<file path="config.mk">
export PLATFORM = sky130hd
export DESIGN_NAME = iec_top
export DESIGN_NICKNAME = d
export VERILOG_FILES = /design/src/rtl/iec_save_mem.v /design/src/rtl/iec_top.v
export VERILOG_INCLUDE_DIRS = /design/src /design/src/rtl
export SDC_FILE = /design/constraint.sdc
export NUM_CORES = 1
export LEC_CHECK = 0
export BUFFER_PORTS_ARGS = -buffer_cell sky130_fd_sc_hd__buf_2
export CAP_MARGIN = 0
export CORE_ASPECT_RATIO = 0.6
export CORE_UTILIZATION = 45
export CTS_CLUSTER_DIAMETER = 50
export CTS_CLUSTER_SIZE = 12
export DETAILED_ROUTE_END_ITERATION = 6
export PLACE_DENSITY = 0.71
export SKIP_LAST_GASP = 1
export SYNTH_ARGS = -nofsm -noshare
export SYNTH_HDL_FRONTEND = slang
export SYNTH_SLANG_ARGS = --single-unit
</file>
<file path="constraint.sdc">
create_clock -name sys_clk_in -period 5.73 [get_ports sys_clk_in]
set_input_delay 1.146 -clock sys_clk_in [delete_from_list [all_inputs] [get_ports sys_clk_in]]
set_output_delay 1.146 -clock sys_clk_in [all_outputs]
set_load 0.02 [all_outputs]
</file>
<file path="src/rtl/iec_regs.vh">
// Register map, field positions and reset values of the interrupt entry control block.
// Included by the top-level design file of the block; definitions only.
`ifndef IEC_REGS_VH
`define IEC_REGS_VH

////////////////////////////////////////////////////////////////////////////////
// Byte offsets on the Avalon-MM slave (one 32-bit word each)
`define IEC_OFS_ENABLE     4'h0
`define IEC_OFS_REQUEST    4'h4
`define IEC_OFS_EDGE       4'h8
`define IEC_OFS_STATE      4'hc

////////////////////////////////////////////////////////////////////////////////
// Source bit positions in the enable and request registers
`define IEC_SRC_EXT_ZERO   0
`define IEC_SRC_EXT_ONE    1
`define IEC_SRC_PERIPH_LO  2

// Edge select fields, two bits per external source
`define IEC_EDGE_ZERO_LSB  0
`define IEC_EDGE_ONE_LSB   2
`define IEC_EDGE_BOTH      2'h0
`define IEC_EDGE_RISE      2'h1
`define IEC_EDGE_FALL      2'h2

// State register bits
`define IEC_ST_GIE         0
`define IEC_ST_IN_SERVICE  1
`define IEC_ST_OVERFLOW    2
`define IEC_ST_UNDERFLOW   3

////////////////////////////////////////////////////////////////////////////////
// Reset values
`define IEC_RST_EDGE       4'h0
`define IEC_RST_GIE        1'b0
`define IEC_RST_RDATA      32'h0000_0000

`endif

</file>
<file path="src/rtl/iec_save_mem.v">
// Small save stack memory for accumulator and flags pairs.
// Assumes one clock; read data comes out of a register one cycle after rd_en_in.
`timescale 1ns/1ps

module iec_save_mem #(
	parameter WIDTH = 12,
	parameter DEPTH = 4,
	parameter AW    = 2
) (
	input  wire             sys_clk_in,
	input  wire             rst_b_in,
	input  wire             wr_en_in,
	input  wire [AW-1:0]    wr_addr_in,
	input  wire [WIDTH-1:0] wr_data_in,
	input  wire             rd_en_in,
	input  wire [AW-1:0]    rd_addr_in,
	output reg  [WIDTH-1:0] rd_data_out
);

	reg [WIDTH-1:0] mem_reg [0:DEPTH-1];

	////////////////////////////////////////////////////////////////////////////////
	// Storage array, no reset: contents only matter after a push
	always @(posedge sys_clk_in) begin
		if (wr_en_in)
			mem_reg[wr_addr_in] <= wr_data_in;
	end

	// Registered read port
	always @(posedge sys_clk_in) begin
		if (!rst_b_in)
			rd_data_out <= {WIDTH{1'b0}};
		else if (rd_en_in)
			rd_data_out <= mem_reg[rd_addr_in];
	end

endmodule

</file>
<file path="src/rtl/iec_top.v">
// Interrupt entry control: source flags, enable mask, global enable, entry/return
// sequencing and accumulator/flags save stack for a small 8-bit core.
// Assumes the core drives its instruction strobes as one-cycle pulses on sys_clk_in,
// and software reaches the registers over an Avalon-MM master.
//
// Local design decisions: the placing of the registers and register access over Avalon-MM.
`timescale 1ns/1ps
`include "iec_regs.vh"

module iec_top #(
	parameter NUM_PERIPH = 6,
	parameter SRC0_ALT   = 0,
	parameter SRC1_ALT   = 0,
	parameter SAVE_DEPTH = 4,
	parameter SAVE_AW    = 2
) (
	input  wire                  sys_clk_in,
	input  wire                  rst_b_in,
	// Avalon-MM slave
	input  wire [3:0]            avs_address_in,
	input  wire                  avs_read_in,
	input  wire                  avs_write_in,
	input  wire [31:0]           avs_writedata_in,
	output reg  [31:0]           avs_readdata_out,
	output reg                   avs_waitrequest_out,
	// Pins and peripheral events
	input  wire                  port_a_bit_zero_in,
	input  wire                  port_b_bit_five_in,
	input  wire                  port_b_bit_zero_in,
	input  wire                  port_a_bit_four_in,
	input  wire [NUM_PERIPH-1:0] periph_evt_in,
	// Core side
	input  wire                  int_take_in,
	input  wire                  reti_in,
	input  wire                  engint_in,
	input  wire                  disgint_in,
	input  wire                  pushaf_in,
	input  wire                  popaf_in,
	input  wire [7:0]            acc_in,
	input  wire [3:0]            flags_in,
	output reg                   irq_req_out,
	output wire [7:0]            acc_out,
	output wire [3:0]            flags_out,
	output reg                   pop_valid_out
);

	localparam NSRC = NUM_PERIPH + 2;

	// Stack pointer bounds at the pointer's own width
	localparam [SAVE_AW:0] SP_FULL  = SAVE_DEPTH[SAVE_AW:0];
	localparam [SAVE_AW:0] SP_EMPTY = {(SAVE_AW+1){1'b0}};

	////////////////////////////////////////////////////////////////////////////////
	// Register map, one 32-bit word each, unused bits read zero
	//   0x0 enable mask, one bit per source, no reset
	//   0x4 request flags, same layout, write one to clear, no reset
	//   0x8 edge select, bits 1:0 source zero, bits 3:2 source one
	//   0xc state: global enable, in service, stack overflow, stack underflow
	// Source bits: 0 external zero, 1 external one, peripherals from 2 up
	// Edge codes: 1 rising only, 2 falling only, 0 and 3 both edges
	// Global enable and in service are read-only; only the core moves them
	// Stack errors are sticky, write one to clear
	//
	// Core strobes are one-cycle pulses. Within one cycle a take beats
	// disable, and disable beats enable or return.
	// Return leaves the flags alone: software clears the served flag
	// first, or the request comes straight back after return.
	// Save stack is last in first out, SAVE_DEPTH words of accumulator
	// and flags; a push when full or a pop when empty is dropped.

	reg  [NSRC-1:0]    enable_reg;
	reg  [NSRC-1:0]    request_reg;
	reg  [NSRC-1:0]    request_next;
	reg  [3:0]         edge_reg;
	reg                gie_reg;
	reg                gie_next;
	reg                in_service_reg;
	reg                overflow_reg;
	reg                underflow_reg;
	reg  [1:0]         ext_sync1_reg;
	reg  [1:0]         ext_sync2_reg;
	reg  [1:0]         ext_prev_reg;
	reg  [1:0]         ext_evt;
	reg  [1:0]         edge_code;
	reg  [SAVE_AW:0]   sp_reg;
	reg  [31:0]        rdata_next;
	wire [1:0]         ext_raw;
	wire               bus_req;
	wire               bus_do;
	wire               wr_enable;
	wire               wr_request;
	wire               wr_edge;
	wire               wr_state;
	wire               push_ok;
	wire               pop_ok;
	wire [SAVE_AW-1:0] push_addr;
	wire [SAVE_AW-1:0] pop_addr;
	wire [11:0]        save_rd;
	wire [NSRC-1:0]    src_evt;
	wire [NSRC-1:0]    pending;
	wire               push_drop;
	wire               pop_drop;
	wire               clr_overflow;
	wire               clr_underflow;
	integer            i;

	////////////////////////////////////////////////////////////////////////////////
	// External pin choice, fixed at build time
	assign ext_raw[0] = (SRC0_ALT != 0) ? port_b_bit_five_in : port_a_bit_zero_in;
	assign ext_raw[1] = (SRC1_ALT != 0) ? port_a_bit_four_in : port_b_bit_zero_in;

	// Two-stage synchroniser, then a history stage for edge detection.
	// No reset: the chain keeps following the pins, so the history matches
	// the pin level at release and no false edge follows reset.
	always @(posedge sys_clk_in) begin
		ext_sync1_reg <= ext_raw;
		ext_sync2_reg <= ext_sync1_reg;
		ext_prev_reg  <= ext_sync2_reg;
	end

	// Edge qualification, identical for either pin choice
	// Codes 0 and 3 both take either edge
	always @* begin
		ext_evt = 2'h0;
		for (i = 0; i < 2; i = i + 1) begin
			edge_code = edge_reg[2*i +: 2];
			case (edge_code)
				`IEC_EDGE_RISE: ext_evt[i] = ext_sync2_reg[i] & ~ext_prev_reg[i];
				`IEC_EDGE_FALL: ext_evt[i] = ~ext_sync2_reg[i] & ext_prev_reg[i];
				default:        ext_evt[i] = ext_sync2_reg[i] ^ ext_prev_reg[i];
			endcase
		end
	end

	////////////////////////////////////////////////////////////////////////////////
	// Avalon slave handshake: one wait cycle, then the completing cycle.
	// A held request sees waitrequest high again, so back-to-back transfers
	// take two edges each; no pipelining, traded for a simple decode.
	// Write strobes below are true only in the completing cycle
	assign bus_req    = avs_read_in | avs_write_in;
	assign bus_do     = bus_req & ~avs_waitrequest_out;
	assign wr_enable  = bus_do & avs_write_in & (avs_address_in == `IEC_OFS_ENABLE);
	assign wr_request = bus_do & avs_write_in & (avs_address_in == `IEC_OFS_REQUEST);
	assign wr_edge    = bus_do & avs_write_in & (avs_address_in == `IEC_OFS_EDGE);
	assign wr_state   = bus_do & avs_write_in & (avs_address_in == `IEC_OFS_STATE);

	// Read mux; unmapped addresses read zero
	always @* begin
		rdata_next = 32'h0000_0000;
		case (avs_address_in)
			`IEC_OFS_ENABLE:  rdata_next[NSRC-1:0] = enable_reg;
			`IEC_OFS_REQUEST: rdata_next[NSRC-1:0] = request_reg;
			`IEC_OFS_EDGE:    rdata_next[3:0] = edge_reg;
			`IEC_OFS_STATE:   rdata_next[3:0] = {underflow_reg, overflow_reg, in_service_reg, gie_reg};
			default:          rdata_next = 32'h0000_0000;
		endcase
	end

	// Read data loads as waitrequest drops, so it stands at the completing edge
	always @(posedge sys_clk_in) begin
		if (!rst_b_in) begin
			avs_waitrequest_out <= 1'b1;
			avs_readdata_out    <= `IEC_RST_RDATA;
		end else begin
			if (bus_req & avs_waitrequest_out) begin
				avs_waitrequest_out <= 1'b0;
				avs_readdata_out    <= rdata_next;
			end else begin
				avs_waitrequest_out <= 1'b1;
			end
		end
	end

	////////////////////////////////////////////////////////////////////////////////
	// Mask has no reset; software loads it before enabling
	always @(posedge sys_clk_in) begin
		if (wr_enable)
			enable_reg <= avs_writedata_in[NSRC-1:0];
	end

	// Peripheral events above the two external sources
	assign src_evt = {periph_evt_in, ext_evt};

	// Flags: write one clears, a new event in the same cycle wins
	always @* begin
		request_next = request_reg;
		if (wr_request)
			request_next = request_next & ~avs_writedata_in[NSRC-1:0];
		request_next = request_next | src_evt;
	end

	// No reset on the flags either; the entry path is guarded by the global enable
	always @(posedge sys_clk_in) begin
		request_reg <= request_next;
	end

	always @(posedge sys_clk_in) begin
		if (!rst_b_in)
			edge_reg <= `IEC_RST_EDGE;
		else if (wr_edge)
			edge_reg <= avs_writedata_in[3:0];
	end

	////////////////////////////////////////////////////////////////////////////////
	// Global enable; entry and disable take priority over enable in one cycle
	// A return in the same cycle as a take loses, so the new entry holds
	always @* begin
		gie_next = gie_reg;
		if (reti_in)
			gie_next = 1'b1;
		if (engint_in)
			gie_next = 1'b1;
		if (disgint_in)
			gie_next = 1'b0;
		if (int_take_in)
			gie_next = 1'b0;
	end

	always @(posedge sys_clk_in) begin
		if (!rst_b_in) begin
			gie_reg        <= `IEC_RST_GIE;
			in_service_reg <= 1'b0;
		end else begin
			gie_reg <= gie_next;
			if (int_take_in)
				in_service_reg <= 1'b1;
			else if (reti_in)
				in_service_reg <= 1'b0;
		end
	end

	// Sources that would interrupt if the global enable allowed it
	assign pending = enable_reg & request_next;

	// Request to the core; global enable low forces it off even with unknown mask
	always @(posedge sys_clk_in) begin
		if (!rst_b_in)
			irq_req_out <= 1'b0;
		else
			irq_req_out <= gie_next & (|pending);
	end

	////////////////////////////////////////////////////////////////////////////////
	// Save stack; a push beyond depth or a pop from empty is dropped and flagged
	assign push_ok   = pushaf_in & (sp_reg != SP_FULL);
	assign pop_ok    = popaf_in & ~pushaf_in & (sp_reg != SP_EMPTY);
	assign push_addr = sp_reg[SAVE_AW-1:0];
	assign pop_addr  = sp_reg[SAVE_AW-1:0] - {{(SAVE_AW-1){1'b0}}, 1'b1};

	// Dropped stack requests and software clears of the sticky errors
	assign push_drop     = pushaf_in & ~push_ok;
	assign pop_drop      = popaf_in & ~pushaf_in & ~pop_ok;
	assign clr_overflow  = wr_state & avs_writedata_in[`IEC_ST_OVERFLOW];
	assign clr_underflow = wr_state & avs_writedata_in[`IEC_ST_UNDERFLOW];

	always @(posedge sys_clk_in) begin
		if (!rst_b_in) begin
			sp_reg        <= SP_EMPTY;
			overflow_reg  <= 1'b0;
			underflow_reg <= 1'b0;
			pop_valid_out <= 1'b0;
		end else begin
			pop_valid_out <= pop_ok;
			if (push_ok)
				sp_reg <= sp_reg + {{SAVE_AW{1'b0}}, 1'b1};
			else if (pop_ok)
				sp_reg <= sp_reg - {{SAVE_AW{1'b0}}, 1'b1};
			// Sticky errors: set wins over the write-one clear
			overflow_reg  <= (overflow_reg & ~clr_overflow) | push_drop;
			underflow_reg <= (underflow_reg & ~clr_underflow) | pop_drop;
		end
	end

	// Accumulator in the upper byte, flags in the low nibble
	// Read data is registered in the memory, so the restored pair
	// shows the cycle after the pop, together with pop_valid_out
	iec_save_mem #(
		.WIDTH (12),
		.DEPTH (SAVE_DEPTH),
		.AW    (SAVE_AW)
	) u_save (
		.sys_clk_in  (sys_clk_in),
		.rst_b_in    (rst_b_in),
		.wr_en_in    (push_ok),
		.wr_addr_in  (push_addr),
		.wr_data_in  ({acc_in, flags_in}),
		.rd_en_in    (pop_ok),
		.rd_addr_in  (pop_addr),
		.rd_data_out (save_rd)
	);

	assign acc_out   = save_rd[11:4];
	assign flags_out = save_rd[3:0];

endmodule

</file>
==> run_results.csv, run 1 <==
group,metric,value,unit
outcome,status,"finished, final reports clean",
cells_and_area,n_fill_cell,796,
routing,drt_iter0_drc,168,
synthesis,synth_seq_cells,104,
power,cellPowerDensity,393,mW/mm2
synthesis,synth_warnings,0,
sta,fin_crit,3.15,ns
cells_and_area,antenna_cells,0,
cells_and_area,seq_area,0.00264,mm2
cells_and_area,area_growth,15.4,%
floorplan,coreArea,0.00929,mm2
sta,hold_ws,0.333,ns
cells_and_area,final_common_cell,"buf_2",
sta,final_max_slew_viol_count,0,
cells_and_area,nets,465,
routing,vias,2603,
floorplan,die_width,129,um
global_route,grt_max_degree,34,
power,ir_drop,183,uV
clocking,cts_tree,"built",
cells_and_area,layout_common_cells,"64 x buf_2, 56 x edfxtp_1, 48 x dfxtp_1",
setup_path,critPathRequiredTime,5.96,ns
clocking,htreeDepth,3,
synthesis,synth.top_cell.area_share,38.6,%
floorplan,rows,27,
clocking,clk_path_buf_depth,2,
power,p_clk_share,34.1,%
sta,finalCritPeriodShare,55.0,%
power,p_switching,511,uW
routing,vias_per_cell,5.02,
sta,rsz0062_at_grt,"no",
clocking,cts_made_buffers,9,
global_route,antenna_found_initial,1,
floorplan,io_pins,115,
cells_and_area,drive_above_1_share,25.7,%
global_route,overflow,0,
clocking,cts.clk_slew.worst_paths,0.07,ns
power,p_leak,1.96,nW
place,gp_congestion,0.786,
sta,fin_skew,0.00753,ns
place,dp_hpwl,5820,um
routing,antenna_left,0,
routing,dr.pass1.iters,6,
setup_path,worstSetupPathType,"flip-flop to flip-flop",
floorplan,fp.dieH,78.2,um
run,drv_cap,0,
sta,max_slew_margin,27.1,%
floorplan,die-area,0.0101,mm2
setup_path,worstPathArrival,3.39,ns
cells_and_area,multiInputGateArea,0.00149,mm2
clocking,post-cts-setup-buffers,0,
routing,drcViolationCount,0,
setup_path,setup.worst_path.end_class,"flip-flop",
synthesis,syn_area,0.00435,mm2
synthesis,syn_avg_cell_area,13.5,um2
sta,max_freq,317,MHz
power,pwr-share-seq,47.3,%
cells_and_area,largest_reg_flops,48,
synthesis,ys_seq_area_share,60.7,%
power,p_comb_share,18.5,%
clocking,cts_root_buf,"clkbuf_16",
routing,wire_per_inst,15.9,um
setup_path,startpoint_type,"flip-flop",
global_route,grt_pass1_vias,2494,
clocking,hold_buffers,0,
synthesis,synth_area_leaders,"edfxtp_1 39%, dfxtp_1 22%, mux4_2 8.3%",
synthesis,synth.largest_area_cell,"edfxtp_1",
clocking,ctsResizeCount,0,
power,switching_share,25.9,%
synthesis,synthCells,322,
setup_path,crit_fanout,17,
power,intPower,1.46,mW
sta,finalSetupViolCount,0,
global_route,grtUsageTotal,17.7,%
place,portBuffers,64,
floorplan,start_util,46.8,%
worst_hold_path,holdCritPathClass,"flip-flop to flip-flop",
clocking,worstSkewPairLatency,0.33,ns
clocking,cts_sinks,104,
sta,tightest_slew,1.09,ns
synthesis,synth_cell_types,44,
sta,tns,0,ns
power,finalPower,1.98,mW
global_route,grt_pass1_wl,13100,um
routing,wirelength,8240,um
sta,hold_viol,0,
## metrics by stage
stage                     instance area, um2  instances  util [%]  worst slack, ns
after floorplan                         4440        345         -             3.05
after global placement                  4680        503      50.4             2.65
after detailed placement                4680        503      50.4             2.59
after CTS                               5020        519      54.0             2.53
after global routing                    5020        519      54.0             2.27
final                                   5020        519      54.0             2.58
## cells in the mapped netlist, drive strengths merged
library cell / n
xnor2: 1
a21boi: 14
nor2b: 16
nor3b: 2
and2b: 1
a22o: 2
conb: 1
and2: 7
nor4b: 2
a221o: 2
a32oi: 2
mux2i: 5
a31oi: 1
nor3: 3
mux2: 3
clkbuf: 8
mux4: 16
edfxtp: 56
nand4: 3
a21oi: 1
nand3: 4
ha: 12
nor2: 10
or3b: 1
dfxtp: 48
inv: 16
o21a: 2
buf: 29
fa: 1
o211ai: 1
o21ai: 3
nand2: 29
a22oi: 10
xor2: 1
a41oi: 6
and3: 1
or3: 1
nand3b: 1
## critical path, stage by stage (launching register included)
cell and delay, ns:
dfxtp_1 1.04, inv_1 0.18, ha_1 0.28, a21boi_0 0.49, inv_1 0.13, fa_1 0.42
nand2_1 0.08, o21ai_1 0.10, xor2_1 0.17, and2_1 0.16
## power by group through the flow
| stage | registers [mW] | clock network, mW | logic [mW] |
|---|---|---|---|
| 4_1_cts | 0.937 | 0.686 | 0.373 |
| 3_3_place_gp | 0.945 | 0 | 0.355 |
| 5_1_grt | 0.946 | 0.717 | 0.404 |
| 3_5_place_dp | 0.953 | 0 | 0.369 |
| 2_1_floorplan | 0.944 | 0 | 0.277 |
| 6_report | 0.934 | 0.675 | 0.366 |
## worst paths after layout
check | from | endpoint | slack [ns] | cells after the start
setup / recovery | sp_reg[0] | sp_reg[2] | 2.58 | 9
hold / removal | ext_sync1_reg[0] | ext_sync2_reg[0] | 0.33 | 0
setup reg to reg | sp_reg[0] | sp_reg[2] | 2.58 | 9
hold reg to reg | ext_sync1_reg[0] | ext_sync2_reg[0] | 0.33 | 0
## final cells by class
type,instances,area share (%)
tap,130,3.24
clock inverter,6,2.14
clock buffer,10,4.56
timing repair buffer,65,6.53
inverter,16,1.20
multi-input combinational,188,29.7
sequential,104,52.6
## per-layer routing
layer	wire [um]	vias up	GRT usage, %	share of wire [%]
met3	505	10	5.32	6.1
met1	4000	1260	25.1	49
met5	13	-	0	0.16
met4	83	2	4.71	1.0
met2	3640	83	26.6	44
li1	-	1248	-	-
## kinds of logic after synthesis
| logic type | share of synthesized area (%) |
|---|---|
| XOR/XNOR | 0.403 |
| AO/OA/AOI/OAI | 7.73 |
| multiplexers | 10.2 |
| adder cells (fa/ha/maj) | 3.91 |
| buffers and inverters | 6.99 |
| flip-flops | 60.7 |
| AND/OR/NAND/NOR | 9.95 |
| other | 0.0862 |
No activity file was read; power rests on OpenSTA's default activity.
==> run 2, diff against run 1 <==
--- a/config.mk
+++ b/config.mk
@@ -6,6 +6,7 @@
 export SDC_FILE = /design/constraint.sdc
 export NUM_CORES = 1
 export LEC_CHECK = 0
+export ABC_AREA = 1
 export BUFFER_PORTS_ARGS = -buffer_cell sky130_fd_sc_hd__buf_2
 export CAP_MARGIN = 0
 export CORE_ASPECT_RATIO = 0.6
@@ -13,7 +14,7 @@
 export CTS_CLUSTER_DIAMETER = 50
 export CTS_CLUSTER_SIZE = 12
 export DETAILED_ROUTE_END_ITERATION = 6
-export PLACE_DENSITY = 0.71
+export PLACE_DENSITY = 0.73
 export SKIP_LAST_GASP = 1
 export SYNTH_ARGS = -nofsm -noshare
 export SYNTH_HDL_FRONTEND = slang
==> constraint.sdc (replaced) <==
create_clock -name sys_clk_in -period 2.6 [get_ports sys_clk_in]
set_input_delay 0.52 -clock sys_clk_in [delete_from_list [all_inputs] [get_ports sys_clk_in]]
set_output_delay 0.52 -clock sys_clk_in [all_outputs]
set_load 0.02 [all_outputs]
==> run_results.csv, run 2 <==
group,metric,value,unit
synthesis,yosysMostFrequentCell,"edfxtp_1",
clocking,cts_tree,"built",
synthesis,synth-simple-area-share,13.6,%
sta,hold_viol,0,
sta,rsz0062_at_grt,"no",
routing,wire_per_inst,13.8,um
worst_hold_path,hold_path_startpoint,"port_a_bit_zero_in",
cells_and_area,largest_reg_flops,48,
synthesis,synth_area_leaders,"edfxtp_1 37%, dfxtp_1 21%, nand2_1 4.6%",
place,dp_hpwl,6260,um
clocking,cts.clk_slew.worst_paths,0.07,ns
setup_path,path_cells,"inv_1 > ha_1 > a21oi_1 > inv_1 > fa_1 > o31ai_1 > o21ai_0 > a21oi_1",
global_route,grtUsageTotal,17.8,%
routing,dr.pass1.iters,4,
global_route,grt_pass1_vias,2913,
synthesis,syn_avg_cell_area,10.5,um2
cells_and_area,drive_above_1_share,22.7,%
synthesis,synth_top_family_by_area,"simple AND/OR/NAND/NOR gates",
synthesis,synth_warnings,0,
floorplan,rows,27,
clocking,hold_buffers,0,
synthesis,ys_seq_area_share,58.7,%
synthesis,synth_flop_cell,"edfxtp_1",
place,gp_congestion,0.806,
setup_path,setup.worst_path.end_class,"flip-flop",
worst_hold_path,holdCritPathClass,"input pin to flip-flop",
clocking,worstSkewPairLatency,0.34,ns
sta,tightest_slew,0.759,ns
global_route,grt_max_degree,28,
sta,finalSetupViolCount,0,
sta,fin_skew,0.00826,ns
clocking,htreeDepth,3,
cells_and_area,area_growth,15.4,%
setup_path,critPathRequiredTime,2.87,ns
floorplan,start_util,47.8,%
cells_and_area,seq_area,0.00264,mm2
setup_path,r2r_start,"sp_reg[1]",
sta,hold_ws,0.274,ns
cells_and_area,multiInputGateArea,0.00148,mm2
setup_path,startpoint,"sp_reg[1]",
power,finalPower,3.86,mW
routing,antenna_left,0,
synthesis,synth_compound_area_share,10.7,%
clocking,ctsResizeCount,0,
setup_path,startpoint_type,"flip-flop",
synthesis,synth.top_cell.area_share,37.4,%
synthesis,synth_fa_ha_area_share,3.78,%
sta,final_max_slew_viol_count,0,
clocking,cts_root_buf,"clkbuf_16",
routing,vias_per_cell,4.93,
synthesis,synth_edf_count,56,
setup_path,worstPathArrival,2.47,ns
clocking,post-cts-setup-buffers,0,
sta,max_slew_margin,49.4,%
routing,drcViolationCount,0,
floorplan,coreArea,0.00943,mm2
setup_path,worstSetupPathType,"flip-flop to flip-flop",
floorplan,io_pins,115,
sta,fin_crit,2.20,ns
setup_path,crit_fanout,5,
power,cellPowerDensity,743,mW/mm2
global_route,overflow,0,
setup_path,critPathMaxStageDelay,0.43,ns
routing,vias,3118,
synthesis,synth_seq_cells,104,
setup_path,cp_num_buf_inv,2,
synthesis,synthMuxAreaShare,2.67,%
synthesis,syn_area,0.00450,mm2
synthesis,synth.largest_area_cell,"edfxtp_1",
synthesis,synth-xor-area-share,0,%
synthesis,synthCells,428,
clocking,cts_sinks,104,
cells_and_area,nets,578,
sta,max_freq,454,MHz
clocking,clk_path_buf_depth,2,
cells_and_area,layout_common_cells,"64 x buf_2, 56 x edfxtp_1, 55 x nand2_1",
power,ir_drop,371,uV
cells_and_area,utilization,55.1,%
run,drv_cap,0,
routing,drt_iter0_drc,186,
place,post-place-ws,0.453,ns
global_route,grt_pass1_wl,14300,um
sta,tns,0,ns
routing,wirelength,8760,um
synthesis,async_reset_ff_share,0,%
synthesis,synth_cell_types,31,
place,portBuffers,64,
floorplan,die_width,131,um
synthesis,yosys-top-cells-count,"56 x edfxtp_1, 55 x nand2_1, 51 x inv_1",
floorplan,die-area,0.0104,mm2
cells_and_area,n_fill_cell,826,
clocking,cts_made_buffers,9,
power,p_leak,2.31,nW
setup_path,crit_slowest_cell,"dfxtp_1",
setup_path,cp_top_family,"compound AO/OA/AOI/OAI gates",
floorplan,fp.dieH,79.5,um
sta,layout_setup_ws,0.399,ns
outcome,status,"finished, final reports clean",
global_route,antenna_found_initial,0,
sta,finalCritPeriodShare,84.6,%
cells_and_area,final_common_cell,"buf_2",
==> run 2: cell types whose count changed after synthesis, moves of 18 or more <==
cell	change
inv_1	+35
nor2_1	+29
nand2_1	+26
o21ai_0	+26
a21oi_1	+18
==> run 2: area by class of cell <==
class,instances,area share (%)
well taps,130,3.13
repair buffers,73,7.47
flip-flops and latches,104,50.9
inverters,54,3.90
multi-input cells,255,28.4
diodes,1,0.0482
clock buffers,9,4.34
clock inverters,7,1.83
==> run 2: kinds of logic after synthesis <==
family / count (synthesis)
AND/OR/NAND/NOR: 127
flip-flops: 104
buffers and inverters: 92
AO/OA/AOI/OAI: 79
adder cells (fa/ha/maj): 13
multiplexers: 12
other: 1
==> run 2: through the flow <==
step                cell area, um2  cells
finish                        5190    633
floorplan                     4590    451
global route                  5190    632
CTS                           5190    632
detailed placement            4870    616
global placement              4870    616
==> run 2: worst paths after layout <==
check / endpoint / slack [ns] / depth (start not counted)
max: sp_reg[2] / 0.40 / 8
min: ext_sync1_reg[0] / 0.27 / 1
max reg2reg: sp_reg[2] / 0.40 / 8
min reg2reg: ext_sync2_reg[0] / 0.33 / 0
==> run 2: power by group <==
group	total, mW	switching [mW]	internal [mW]
clock network	1.42	0.641	0.779
registers	1.89	0.0445	1.85
logic	0.550	0.373	0.177
total	3.86	1.06	2.80
==> run 2: metal layers <==
layer / track usage (%) / share of wire (%) / up-vias
li1: - / - / 1546
met1: 24.2 / 49 / 1472
met2: 27.8 / 44 / 93
met3: 4.13 / 5.0 / 7
met4: 6.59 / 1.1 / 0
met5: 0 / 0 / -
